--- src/core/cfg_route_pkg.sv ---
// Constants, field layouts and target codes for the configuration cycle router.
// Assumes one host clock domain shared with the host I/O port and downstream logic.
package cfg_route_pkg;

   // Host I/O map, as byte addresses
   localparam logic [15:0] CONFIG_ADDRESS_PORT_OFS = 16'h0cf8;
   localparam logic [15:0] CONFIG_DATA_WINDOW_OFS = 16'h0cfc;
   localparam logic [31:0] CONFIG_ADDRESS_PORT_RST = 32'h0000_0000;
   localparam logic [3:0] BE_DWORD = 4'hf;

   // Writable bits of the address port: gate, bus, device, function, register
   localparam logic [31:0] CONFIG_ADDRESS_WR_MASK = 32'h80ff_fffc;

   // Field positions in the address port
   localparam int GATE_BIT = 31;
   localparam int BUS_LSB = 16;
   localparam int DEV_LSB = 11;
   localparam int FN_LSB = 8;
   localparam int REG_LSB = 2;

   // Internal device numbers on bus 0
   localparam logic [4:0] DEV_HOST_BRIDGE = 5'h00;
   localparam logic [4:0] DEV_GFX_BRIDGE = 5'h01;
   localparam logic [4:0] DEV_INT_GFX = 5'h02;
   localparam logic [2:0] FN_ZERO = 3'h0;
   localparam logic [7:0] BUS_ZERO = 8'h00;

   // Graphics port select lines: device 0 on line 16, last device 15
   localparam int GP_SEL_LSB = 16;
   localparam logic [4:0] GP_DEV_MAX = 5'h0f;

   // Low address bits of generated cycles
   localparam logic [1:0] CYC_TYPE0 = 2'h0;
   localparam logic [1:0] CYC_TYPE1 = 2'h1;

   typedef enum logic [2:0] {
      TGT_NONE,
      TGT_INTERNAL,
      TGT_HUB_T0,
      TGT_HUB_T1,
      TGT_GP_T0,
      TGT_GP_T1
   } cfg_target_t;

endpackage : cfg_route_pkg

--- src/core/config_cycle_address_router.sv ---
// Configuration address port and configuration cycle router on the host I/O port.
// Assumes host I/O requests and bridge bus numbers come from logic on clk_i.
//
// Overview of operation
// (RULE1) Registers take byte, word, dword; address port dword
// (RULE2) Multi-byte fields are little-endian by lane
// (RULE3) Address port at 0CF8h, reset zero, dword only
// (RULE4) Byte or word at 0CF8h passes to expansion bus
// (RULE5) Bit 31 enables configuration cycles
// (RULE6) Bits 30:24 read zero, ignore writes
// (RULE7) Bus 0: internal device or hub type 0
// (RULE8) Bus equals secondary: graphics type 0
// (RULE9) Bus above secondary up to subordinate: graphics type 1
// (RULE10) Bus outside bridge range: hub type 1
// (RULE11) Device field copied for type 1, decoded type 0
// (RULE12) Own devices are 0, 1 and 2
// (RULE13) Graphics type 0: one select line, 16..31
// (RULE14) Device above 15: no select, master abort
// (RULE15) Device field on address bits 15:11
// (RULE16) Function copied; own devices answer function 0
// (RULE17) Register field on address bits 7:2
// (RULE18) Only address port then data window method
// (RULE19) Gate set: data window access becomes config
// (RULE20) Bus 0 devices 3..31 go to hub
// (RULE21) Bits 1:0 reserved, read zero, not decoded
`timescale 1ns/10ps

module config_cycle_address_router (
   input wire logic clk_i,
   input wire logic resetn_i,
   input wire logic io_req_i,
   input wire logic io_write_i,
   input wire logic [15:0] io_addr_i,
   input wire logic [3:0] io_be_i,
   input wire logic [31:0] io_wdata_i,
   input wire logic [7:0] sec_bus_i,
   input wire logic [7:0] sub_bus_i,
   output logic io_ack_o,
   output logic [31:0] io_rdata_o,
   output logic cfg_req_o,
   output logic cfg_write_o,
   output cfg_route_pkg::cfg_target_t cfg_target_o,
   output logic [31:0] cfg_addr_o,
   output logic [3:0] cfg_be_o,
   output logic [31:0] cfg_wdata_o,
   output logic [2:0] int_dev_sel_o,
   output logic int_master_abort_o,
   output logic gp_master_abort_o,
   output logic pass_req_o,
   output logic pass_write_o,
   output logic [15:0] pass_addr_o,
   output logic [3:0] pass_be_o,
   output logic [31:0] pass_wdata_o
);
   import cfg_route_pkg::*;

   typedef struct packed {
      logic [31:0] addr_port;
      logic ack;
      logic [31:0] rdata;
      logic cfg_req;
      logic cfg_write;
      cfg_target_t cfg_target;
      logic [31:0] cfg_addr;
      logic [3:0] cfg_be;
      logic [31:0] cfg_wdata;
      logic [2:0] int_sel;
      logic int_abort;
      logic gp_abort;
      logic pass_req;
      logic pass_write;
      logic [15:0] pass_addr;
      logic [3:0] pass_be;
      logic [31:0] pass_wdata;
   } state_t;

   state_t state_r;
   state_t state_nxt;

   ////////////////////////////////////////////////////////////////////////////////
   // Field views of the stored address port

   logic gate;
   logic [7:0] bus;
   logic [4:0] dev;
   logic [2:0] fn;
   logic [5:0] regn;
   logic [15:0] gp_sel;

   assign gate = state_r.addr_port[GATE_BIT];
   assign bus = state_r.addr_port[BUS_LSB +: 8];
   assign dev = state_r.addr_port[DEV_LSB +: 5];
   assign fn = state_r.addr_port[FN_LSB +: 3];
   assign regn = state_r.addr_port[REG_LSB +: 6];

   // One select line per graphics port device; devices above 15 match none
   genvar gi;
   generate
      for (gi = 0; gi < 16; gi++) begin : g_sel
         assign gp_sel[gi] = (dev == 5'(gi)); // [RULE13] [RULE14]
      end
   endgenerate

   ////////////////////////////////////////////////////////////////////////////////
   // Host access decode

   logic hit_addr_word;
   logic hit_addr_port;
   logic hit_window;
   logic own_dev;

   assign hit_addr_word = (io_addr_i[15:2] == CONFIG_ADDRESS_PORT_OFS[15:2]);
   assign hit_addr_port = hit_addr_word && (io_be_i == BE_DWORD); // [RULE1] [RULE3]
   // Only the dword address port plus data window method is decoded [RULE18]
   assign hit_window = (io_addr_i[15:2] == CONFIG_DATA_WINDOW_OFS[15:2]);
   assign own_dev = (dev == DEV_HOST_BRIDGE) || (dev == DEV_GFX_BRIDGE) || (dev == DEV_INT_GFX); // [RULE12]

   always_comb begin
      state_nxt = state_r;
      state_nxt.ack = 1'b0;
      state_nxt.cfg_req = 1'b0;
      state_nxt.int_abort = 1'b0;
      state_nxt.gp_abort = 1'b0;
      state_nxt.pass_req = 1'b0;
      if (io_req_i) begin
         state_nxt.ack = 1'b1;
         state_nxt.rdata = 32'h0000_0000;
         if (hit_addr_port) begin
            if (io_write_i) begin
               // Reserved bits are dropped so they read back zero [RULE6] [RULE21]
               state_nxt.addr_port = io_wdata_i & CONFIG_ADDRESS_WR_MASK; // [RULE3]
            end else begin
               state_nxt.rdata = state_r.addr_port; // [RULE2]
            end
         end else if (hit_window && gate) begin
            // Byte lanes pass unchanged, lane 0 is the lowest address [RULE2] [RULE19]
            state_nxt.cfg_req = 1'b1; // [RULE5]
            state_nxt.cfg_write = io_write_i;
            state_nxt.cfg_be = io_be_i; // [RULE1]
            state_nxt.cfg_wdata = io_wdata_i;
            state_nxt.int_sel = 3'h0;
            state_nxt.cfg_addr = {8'h00, bus, dev, fn, regn, CYC_TYPE1}; // [RULE15] [RULE16] [RULE17]
            if (bus == BUS_ZERO) begin
               if (own_dev) begin
                  // Kept inside, never sent to the hub [RULE7] [RULE20]
                  state_nxt.cfg_target = TGT_INTERNAL;
                  state_nxt.cfg_addr = {16'h0000, dev, fn, regn, CYC_TYPE0};
                  if (fn == FN_ZERO) begin
                     state_nxt.int_sel = 3'(1 << dev[1:0]); // [RULE12]
                  end else begin
                     state_nxt.int_abort = 1'b1; // [RULE16]
                  end
               end else begin
                  state_nxt.cfg_target = TGT_HUB_T0; // [RULE7] [RULE20]
                  state_nxt.cfg_addr = {16'h0000, dev, fn, regn, CYC_TYPE0}; // [RULE15]
               end
            end else if (bus == sec_bus_i) begin
               state_nxt.cfg_target = TGT_GP_T0; // [RULE8]
               state_nxt.cfg_addr = {gp_sel, 5'h00, fn, regn, CYC_TYPE0}; // [RULE11] [RULE13]
               state_nxt.gp_abort = (dev > GP_DEV_MAX); // [RULE14]
            end else if ((bus > sec_bus_i) && (bus <= sub_bus_i)) begin
               state_nxt.cfg_target = TGT_GP_T1; // [RULE9] [RULE11]
            end else begin
               state_nxt.cfg_target = TGT_HUB_T1; // [RULE10] [RULE11]
            end
         end else begin
            // Partial address port access, disabled window, or other I/O [RULE4]
            state_nxt.pass_req = 1'b1;
            state_nxt.pass_write = io_write_i;
            state_nxt.pass_addr = io_addr_i;
            state_nxt.pass_be = io_be_i;
            state_nxt.pass_wdata = io_wdata_i;
         end
      end
   end

   always_ff @(posedge clk_i) begin
      if (!resetn_i) begin
         state_r <= '0;
         state_r.addr_port <= CONFIG_ADDRESS_PORT_RST; // [RULE3]
         state_r.cfg_target <= TGT_NONE;
      end else begin
         state_r <= state_nxt;
      end
   end

   ////////////////////////////////////////////////////////////////////////////////
   // Outputs, all straight from the state register

   assign io_ack_o = state_r.ack;
   assign io_rdata_o = state_r.rdata;
   assign cfg_req_o = state_r.cfg_req;
   assign cfg_write_o = state_r.cfg_write;
   assign cfg_target_o = state_r.cfg_target;
   assign cfg_addr_o = state_r.cfg_addr;
   assign cfg_be_o = state_r.cfg_be;
   assign cfg_wdata_o = state_r.cfg_wdata;
   assign int_dev_sel_o = state_r.int_sel;
   assign int_master_abort_o = state_r.int_abort;
   assign gp_master_abort_o = state_r.gp_abort;
   assign pass_req_o = state_r.pass_req;
   assign pass_write_o = state_r.pass_write;
   assign pass_addr_o = state_r.pass_addr;
   assign pass_be_o = state_r.pass_be;
   assign pass_wdata_o = state_r.pass_wdata;
endmodule : config_cycle_address_router

--- config.mk ---
export PLATFORM = sky130hd
export DESIGN_NAME = config_cycle_address_router
export DESIGN_NICKNAME = d
export VERILOG_FILES = /design/src/core/cfg_route_pkg.sv /design/src/core/config_cycle_address_router.sv
export SDC_FILE = /design/constraint.sdc
export NUM_CORES = 1
export LEC_CHECK = 0
export ABC_AREA = 1
export BUFFER_PORTS_ARGS = -buffer_cell sky130_fd_sc_hd__buf_4
export CORE_AREA = 2 2 127 129
export CTS_CLUSTER_SIZE = 25
export DETAILED_ROUTE_END_ITERATION = 10
export DIE_AREA = 0 0 129 131
export PLACE_DENSITY = 0.84
export SYNTH_ARGS = -nofsm -noshare
export SYNTH_HDL_FRONTEND = slang
export SYNTH_SLANG_ARGS = --single-unit
--- constraint.sdc ---
create_clock -name clk_i -period 2.37 [get_ports clk_i]
set_input_delay 0.474 -clock clk_i [delete_from_list [all_inputs] [get_ports clk_i]]
set_output_delay 0.474 -clock clk_i [all_outputs]
set_load 0.1 [all_outputs]
* Yosys cells after proc, flatten, opt, wreduce, memory -nomap -nowiden
Cells that the tools add are included.
** Word-level totals
- Logic and storage cells :: 78
- Bits in latches :: 0
- Register bits after elaboration :: 188
- ROM bits :: 0
- Bits of input ports :: 72
- Memories :: 0
- Bits in writable memories :: 0
** Operators by class
- Reduce and logical (&&, ||, !) cells :: 14
- Bitwise operators :: 7
- $mul :: 0
- Add/subtract/negate cells :: 0
- Magnitude comparators :: 3
- Multiplexer cells :: 17
- Shift operators :: 1
- Divide/modulo/power cells :: 0
- Equality and inequality tests :: 19
** Operators with widths (count)
- $mux W165 :: 1
- $mux W132 :: 1
- $mux W32 :: 3
- $mux W78 :: 1
- $mux W54 :: 1
- $eq A5 B4 Y1 const B :: 8
- $mux W35 :: 1
- $mux W34 :: 1
- $eq A14 B10 Y1 const B :: 2
- $eq A5 B3 Y1 const B :: 4
- $reduce_or A6 Y1 :: 2
- $eq A5 B2 Y1 const B :: 2
- $mux W3 :: 3
- $reduce_and A3 Y1 :: 3
- $eq A8 B8 Y1 :: 1
- $gt A8 B8 Y1 :: 1
- $le A8 B8 Y1 :: 1
- $logic_not A8 Y1 :: 1
- $mux W4 :: 2
- $not A1 Y1 :: 7
- $eq A5 B1 Y1 const B :: 1
- $gt A5 B4 Y1 const B :: 1
- $logic_not A5 Y1 :: 1
- $eq A4 B4 Y1 const B :: 1
- 6 further kinds :: 11

* Longest topological paths before layout
- Word-level depth :: 8
- Depth in mapped cells :: 14
- Gate-level depth less buffers :: 14

* Worst setup path before layout
OpenSTA, ideal clock, no wires.
- Kind :: input port to flip-flop
- From :: input port sec_bus_i[7]
- To :: register state_r, in the netlist cfg_addr_o[18]
- Library setup time :: 0.067 ns
- Buffers on the path :: 1
- Data required time :: 2.303 ns
- Slack :: 0.506 ns
- Data arrival time :: 1.797 ns
- Stages on the path :: 11
- Cells stage by stage :: inv_1 -> ha_1 -> nand2_1 -> nor2_1 -> nand2_1 -> nor2_1 -> inv_1 -> buf_2 -> o21ai_0 -> nor2_1 -> nor2_1
** Between the ends
- Word-level cells in the longest chain between the ends :: 3
** RTL lines
- from (decl) :: line config_cycle_address_router.sv:36 : input wire logic [7:0] sec_bus_i,
- $eq A8 B8 Y1 :: line config_cycle_address_router.sv:157 : end else if (bus == sec_bus_i) begin
- $mux W32 :: line config_cycle_address_router.sv:157
- $mux W35 :: line config_cycle_address_router.sv:143 : if (bus == BUS_ZERO) begin
- to (signal assigned) :: line config_cycle_address_router.sv:183 : state_r <= state_nxt;
- to (decl) :: line config_cycle_address_router.sv:77 : state_t state_r;
Every way passes these cells.
A chain may end at the register's enable or synchronous reset.

* Final worst setup path
- From :: register state_r, in the netlist gate
- To :: register state_r, in the netlist int_master_abort_o
** Between the ends
- Word-level cells in the longest chain between the ends :: 3
** RTL lines
- $logic_and A1 B1 Y1 :: line config_cycle_address_router.sv:135 : end else if (hit_window && gate) begin
- $not A1 Y1 (no line)
- $reduce_or A6 Y1 (no line)
Every way passes these cells.

==> impl_metrics.xml <==
<?xml version="1.0" encoding="UTF-8"?>
<metrics>
  <group name="status">
    <metric name="status" unit="">finished clean</metric>
  </group>
  <group name="synthesis">
    <metric name="synth_cell_type_count" unit="">30</metric>
    <metric name="yosys_warnings" unit="">0</metric>
    <metric name="synth_top_area_cell" unit="">sky130_fd_sc_hd__dfxtp_1</metric>
    <metric name="netlist_top_cells_area" unit="">sky130_fd_sc_hd__dfxtp_1, sky130_fd_sc_hd__nand2_1, sky130_fd_sc_hd__a21oi_1, sky130_fd_sc_hd__nor2_1, sky130_fd_sc_hd__nand3_1</metric>
    <metric name="synth.yosys.seq_area_share" unit="%">48.56</metric>
    <metric name="area_share_of_the_leading_cell_type_in_the_synthesized_netlist" unit="%">48.56</metric>
    <metric name="ys_seq_elements" unit="">178</metric>
    <metric name="syn_area_per_cell" unit="sq um">7.458</metric>
    <metric name="synth_cells" unit="">984</metric>
    <metric name="synthesis.area" unit="sq mm">0.007338</metric>
  </group>
  <group name="cts">
    <metric name="cts_root_buf" unit="">sky130_fd_sc_hd__clkbuf_16</metric>
    <metric name="postCtsSetupBuffers" unit="">0</metric>
    <metric name="cts_resized" unit="">0</metric>
    <metric name="clk-insertion-delay-late" unit="ns">0.43</metric>
    <metric name="hold_bufs_at_cts" unit="">0</metric>
    <metric name="cts-root-to-sink-buffers" unit="">2</metric>
    <metric name="numCtsBuffers" unit="">17</metric>
    <metric name="cts_htree_levels" unit="">4</metric>
    <metric name="clkSlewWorstSetupHoldPaths" unit="ns">0.07</metric>
    <metric name="cts_tree" unit="">built</metric>
    <metric name="clock_sinks" unit="">178</metric>
  </group>
  <group name="drt">
    <metric name="wl_per_cell" unit="microns">15.79</metric>
    <metric name="drt_wl_total" unit="mm">22.31</metric>
    <metric name="count_of_nets_left_with_antenna_violations_after_detail_routing" unit="">0</metric>
    <metric name="drt_iter0_drc" unit="">621</metric>
    <metric name="first_pass_iters" unit="">5</metric>
    <metric name="drc" unit="">0</metric>
    <metric name="vias" unit="">7306</metric>
    <metric name="detail_route.vias_per_cell" unit="">5.171</metric>
  </group>
  <group name="die">
    <metric name="die_w" unit="microns">129</metric>
    <metric name="die_y" unit="microns">131</metric>
    <metric name="initial_util" unit="%">47.05</metric>
    <metric name="die-area" unit="sq mm">0.01690</metric>
    <metric name="boundaryPins" unit="">237</metric>
    <metric name="fp-row-count" unit="">46</metric>
    <metric name="core-area" unit="sq mm">0.01560</metric>
  </group>
  <group name="worst_setup_path">
    <metric name="path_max_fanout" unit="">25</metric>
    <metric name="critical_path.endpoint_type" unit="">flop</metric>
    <metric name="worst_ep_arrival_time" unit="ns">2.33</metric>
    <metric name="startpoint_type_of_the_worst_setup_path" unit="">flop</metric>
    <metric name="worst-setup-path-type" unit="">flop to flop</metric>
    <metric name="required" unit="ns">2.71</metric>
  </group>
  <group name="timing">
    <metric name="final_min_period_over_clock_period" unit="%">84.27</metric>
    <metric name="fin_skew" unit="ns">0.008944</metric>
    <metric name="unrepaired_setup_endpoints_after_global_routing" unit="">no</metric>
    <metric name="final_hold_viol_count" unit="">0</metric>
    <metric name="fin_crit" unit="ns">1.997</metric>
    <metric name="fin_ws" unit="ns">0.3727</metric>
    <metric name="maxSlewHeadroom" unit="%">53.72</metric>
    <metric name="fin_setup_tns" unit="ns">0</metric>
    <metric name="setup_viol" unit="">0</metric>
    <metric name="max_slew.worst_pin.slew" unit="ns">0.6870</metric>
    <metric name="report.final.slew_viol_count" unit="">0</metric>
    <metric name="fmax" unit="MHz">500.7</metric>
  </group>
  <group name="pwr">
    <metric name="report.power.total" unit="mW">6.887</metric>
    <metric name="power_switching" unit="mW">1.952</metric>
    <metric name="switching_share_of_power" unit="%">28.34</metric>
    <metric name="power_leakage" unit="nW">4.571</metric>
    <metric name="vdd_drop_max" unit="uV">495.1</metric>
    <metric name="power_density_of_the_placed_cells" unit="mW/mm^2">703.7</metric>
    <metric name="cell_internal_power" unit="mW">4.935</metric>
    <metric name="p_seq_share" unit="%">44.6</metric>
    <metric name="power.share.clock" unit="%">43.0</metric>
    <metric name="power.share.combinational" unit="%">12.5</metric>
  </group>
  <group name="finish">
    <metric name="final-instance-count-excl-fill" unit="">1413</metric>
    <metric name="layout.nets" unit="">1272</metric>
    <metric name="area.growth.synth_to_final" unit="%">33.37</metric>
    <metric name="drive_above_1_share" unit="%">24.81</metric>
    <metric name="diodes" unit="">0</metric>
  </group>
  <group name="placement">
    <metric name="port-buffer-count" unit="">226</metric>
    <metric name="place.detailed.hpwl" unit="mm">15.92</metric>
    <metric name="place_ws" unit="ns">0.2076</metric>
    <metric name="global_placer_s_final_weighted_congestion" unit="">0.8951</metric>
    <metric name="dp_cells" unit="">1381</metric>
  </group>
  <group name="grt">
    <metric name="grt_pass1_wl" unit="mm">34.27</metric>
    <metric name="grt_max_degree" unit="">72</metric>
    <metric name="globalRouteOverflowTotal" unit="">0</metric>
    <metric name="global_route.usage.total" unit="%">25.70</metric>
    <metric name="antenna_found_initial" unit="">0</metric>
    <metric name="via_count_of_the_first_global_routing_pass" unit="">6745</metric>
  </group>
  <group name="job">
    <metric name="maxCapViolCount" unit="">0</metric>
  </group>
  <group name="worst_hold_path">
    <metric name="hold_path.class" unit="">input port to flop</metric>
  </group>
</metrics>
==> cells in the mapped netlist (all sizes together) <==
cell type,n
nor3,10
clkbuf,29
nand4,6
nor4,1
nand3,82
nor2,140
ha,16
and3,1
a21o,1
inv,66
nor3b,23
or2,2
buf,42
dfxtp,178
a21oi,113
o21a,1
conb,1
o21ai,64
o22ai,1
nand2,207
==> worst paths after layout <==
path	from	cells after the start	slack, ns	end
worst max-delay path	gate	8	0.37	int_master_abort_o
worst min-delay path	io_wdata_i[29]	3	0.29	cfg_wdata_o[29]
worst max register to register	gate	8	0.37	int_master_abort_o
worst min register to register	pass_addr_o[3]	2	0.46	pass_addr_o[3]
==> layout by cell type, fill, tap and decap left out, types with 4 or more instances in the layout <==
cell type                      n
sky130_fd_sc_hd__buf_4       239
sky130_fd_sc_hd__nand2_1     204
sky130_fd_sc_hd__dfxtp_1     178
sky130_fd_sc_hd__nor2_1      137
sky130_fd_sc_hd__a21oi_1     113
sky130_fd_sc_hd__nand3_1      79
sky130_fd_sc_hd__inv_1        59
sky130_fd_sc_hd__o21ai_0      54
sky130_fd_sc_hd__nor3b_1      21
sky130_fd_sc_hd__clkbuf_16    17
sky130_fd_sc_hd__ha_1         16
sky130_fd_sc_hd__nor3_1       10
sky130_fd_sc_hd__o21ai_1      10
sky130_fd_sc_hd__conb_1       10
sky130_fd_sc_hd__inv_2         6
sky130_fd_sc_hd__nand4_1       4
sky130_fd_sc_hd__inv_6         4
sky130_fd_sc_hd__clkinvlp_4    4
sky130_fd_sc_hd__buf_12        4
==> logic make-up after synthesis <==
group / count (synthesis) / share of synthesized area (%)
flops: 178 / 48.56
buf+inv: 137 / 8.150
simple gates: 472 / 28.15
fa+ha+maj: 16 / 2.728
other cells: 1 / 0.05110
compound gates: 180 / 12.36
==> worst max-delay path, stage by stage, from the launching register on <==
cell and delay, ns:
sky130_fd_sc_hd__dfxtp_1 0.47, sky130_fd_sc_hd__nand2_1 0.08, sky130_fd_sc_hd__nor2_1 0.10, sky130_fd_sc_hd__nand2_1 0.06, sky130_fd_sc_hd__nor2_1 0.12, sky130_fd_sc_hd__nand4_2 0.16
sky130_fd_sc_hd__inv_2 0.35, sky130_fd_sc_hd__nand2_1 0.34, sky130_fd_sc_hd__nor3_1 0.22
==> layout make-up <==
cell class                      count  area (sq um)
Clock inverter                     15         193.9
Multi-Input combinational cell    678          3211
Timing Repair Buffer              243          1874
Tap cell                          216         270.3
Inverter                           66         249.0
Fill cell                        1396          5811
Sequential cell                   178          3563
Clock buffer                       17         425.4
==> sequential cells by signal, indices dropped and copies added (netlist names), 4 cells and up <==
register      flops
bus               8
cfg_addr_o       31
cfg_be_o          4
cfg_wdata_o      32
dev               5
io_rdata_o       23
pass_addr_o      16
pass_be_o         4
pass_wdata_o     32
regn              6
==> layer usage <==
metal,wire (microns),global-route usage (%)
met2,10550,42.95
met3,1767,5.497
met4,466,8.440
met5,0,0
met1,9526,33.35
==> through the flow <==
| stage | utilization, % | area [sq um] | hold slack [ns] |
|---|---|---|---|
| 6_report | 62.75 | 9787 | 0.2864 |
| 5_1_grt | 62.75 | 9787 | 0.2692 |
| 4_1_cts | 62.75 | 9787 | 0.2747 |
| 3_5_place_dp | 58.78 | 9168 | 0.4476 |
| 3_3_place_gp | 58.78 | 9168 | 0.4378 |
| 2_1_floorplan | - | 7372 | 0.4389 |
==> power groups by stage <==
| stage | sequential [mW] | clock (mW) | combinational [mW] |
|---|---|---|---|
| after detailed placement | 3.14 | 0 | 0.857 |
| after floorplan | 3.50 | 0 | 0.245 |
| final | 3.07 | 2.96 | 0.858 |
| after CTS | 3.07 | 3.01 | 0.858 |
| after global placement | 3.14 | 0 | 0.849 |
| after global routing | 3.07 | 3.13 | 0.897 |
(Power assumes the default switching activity.)
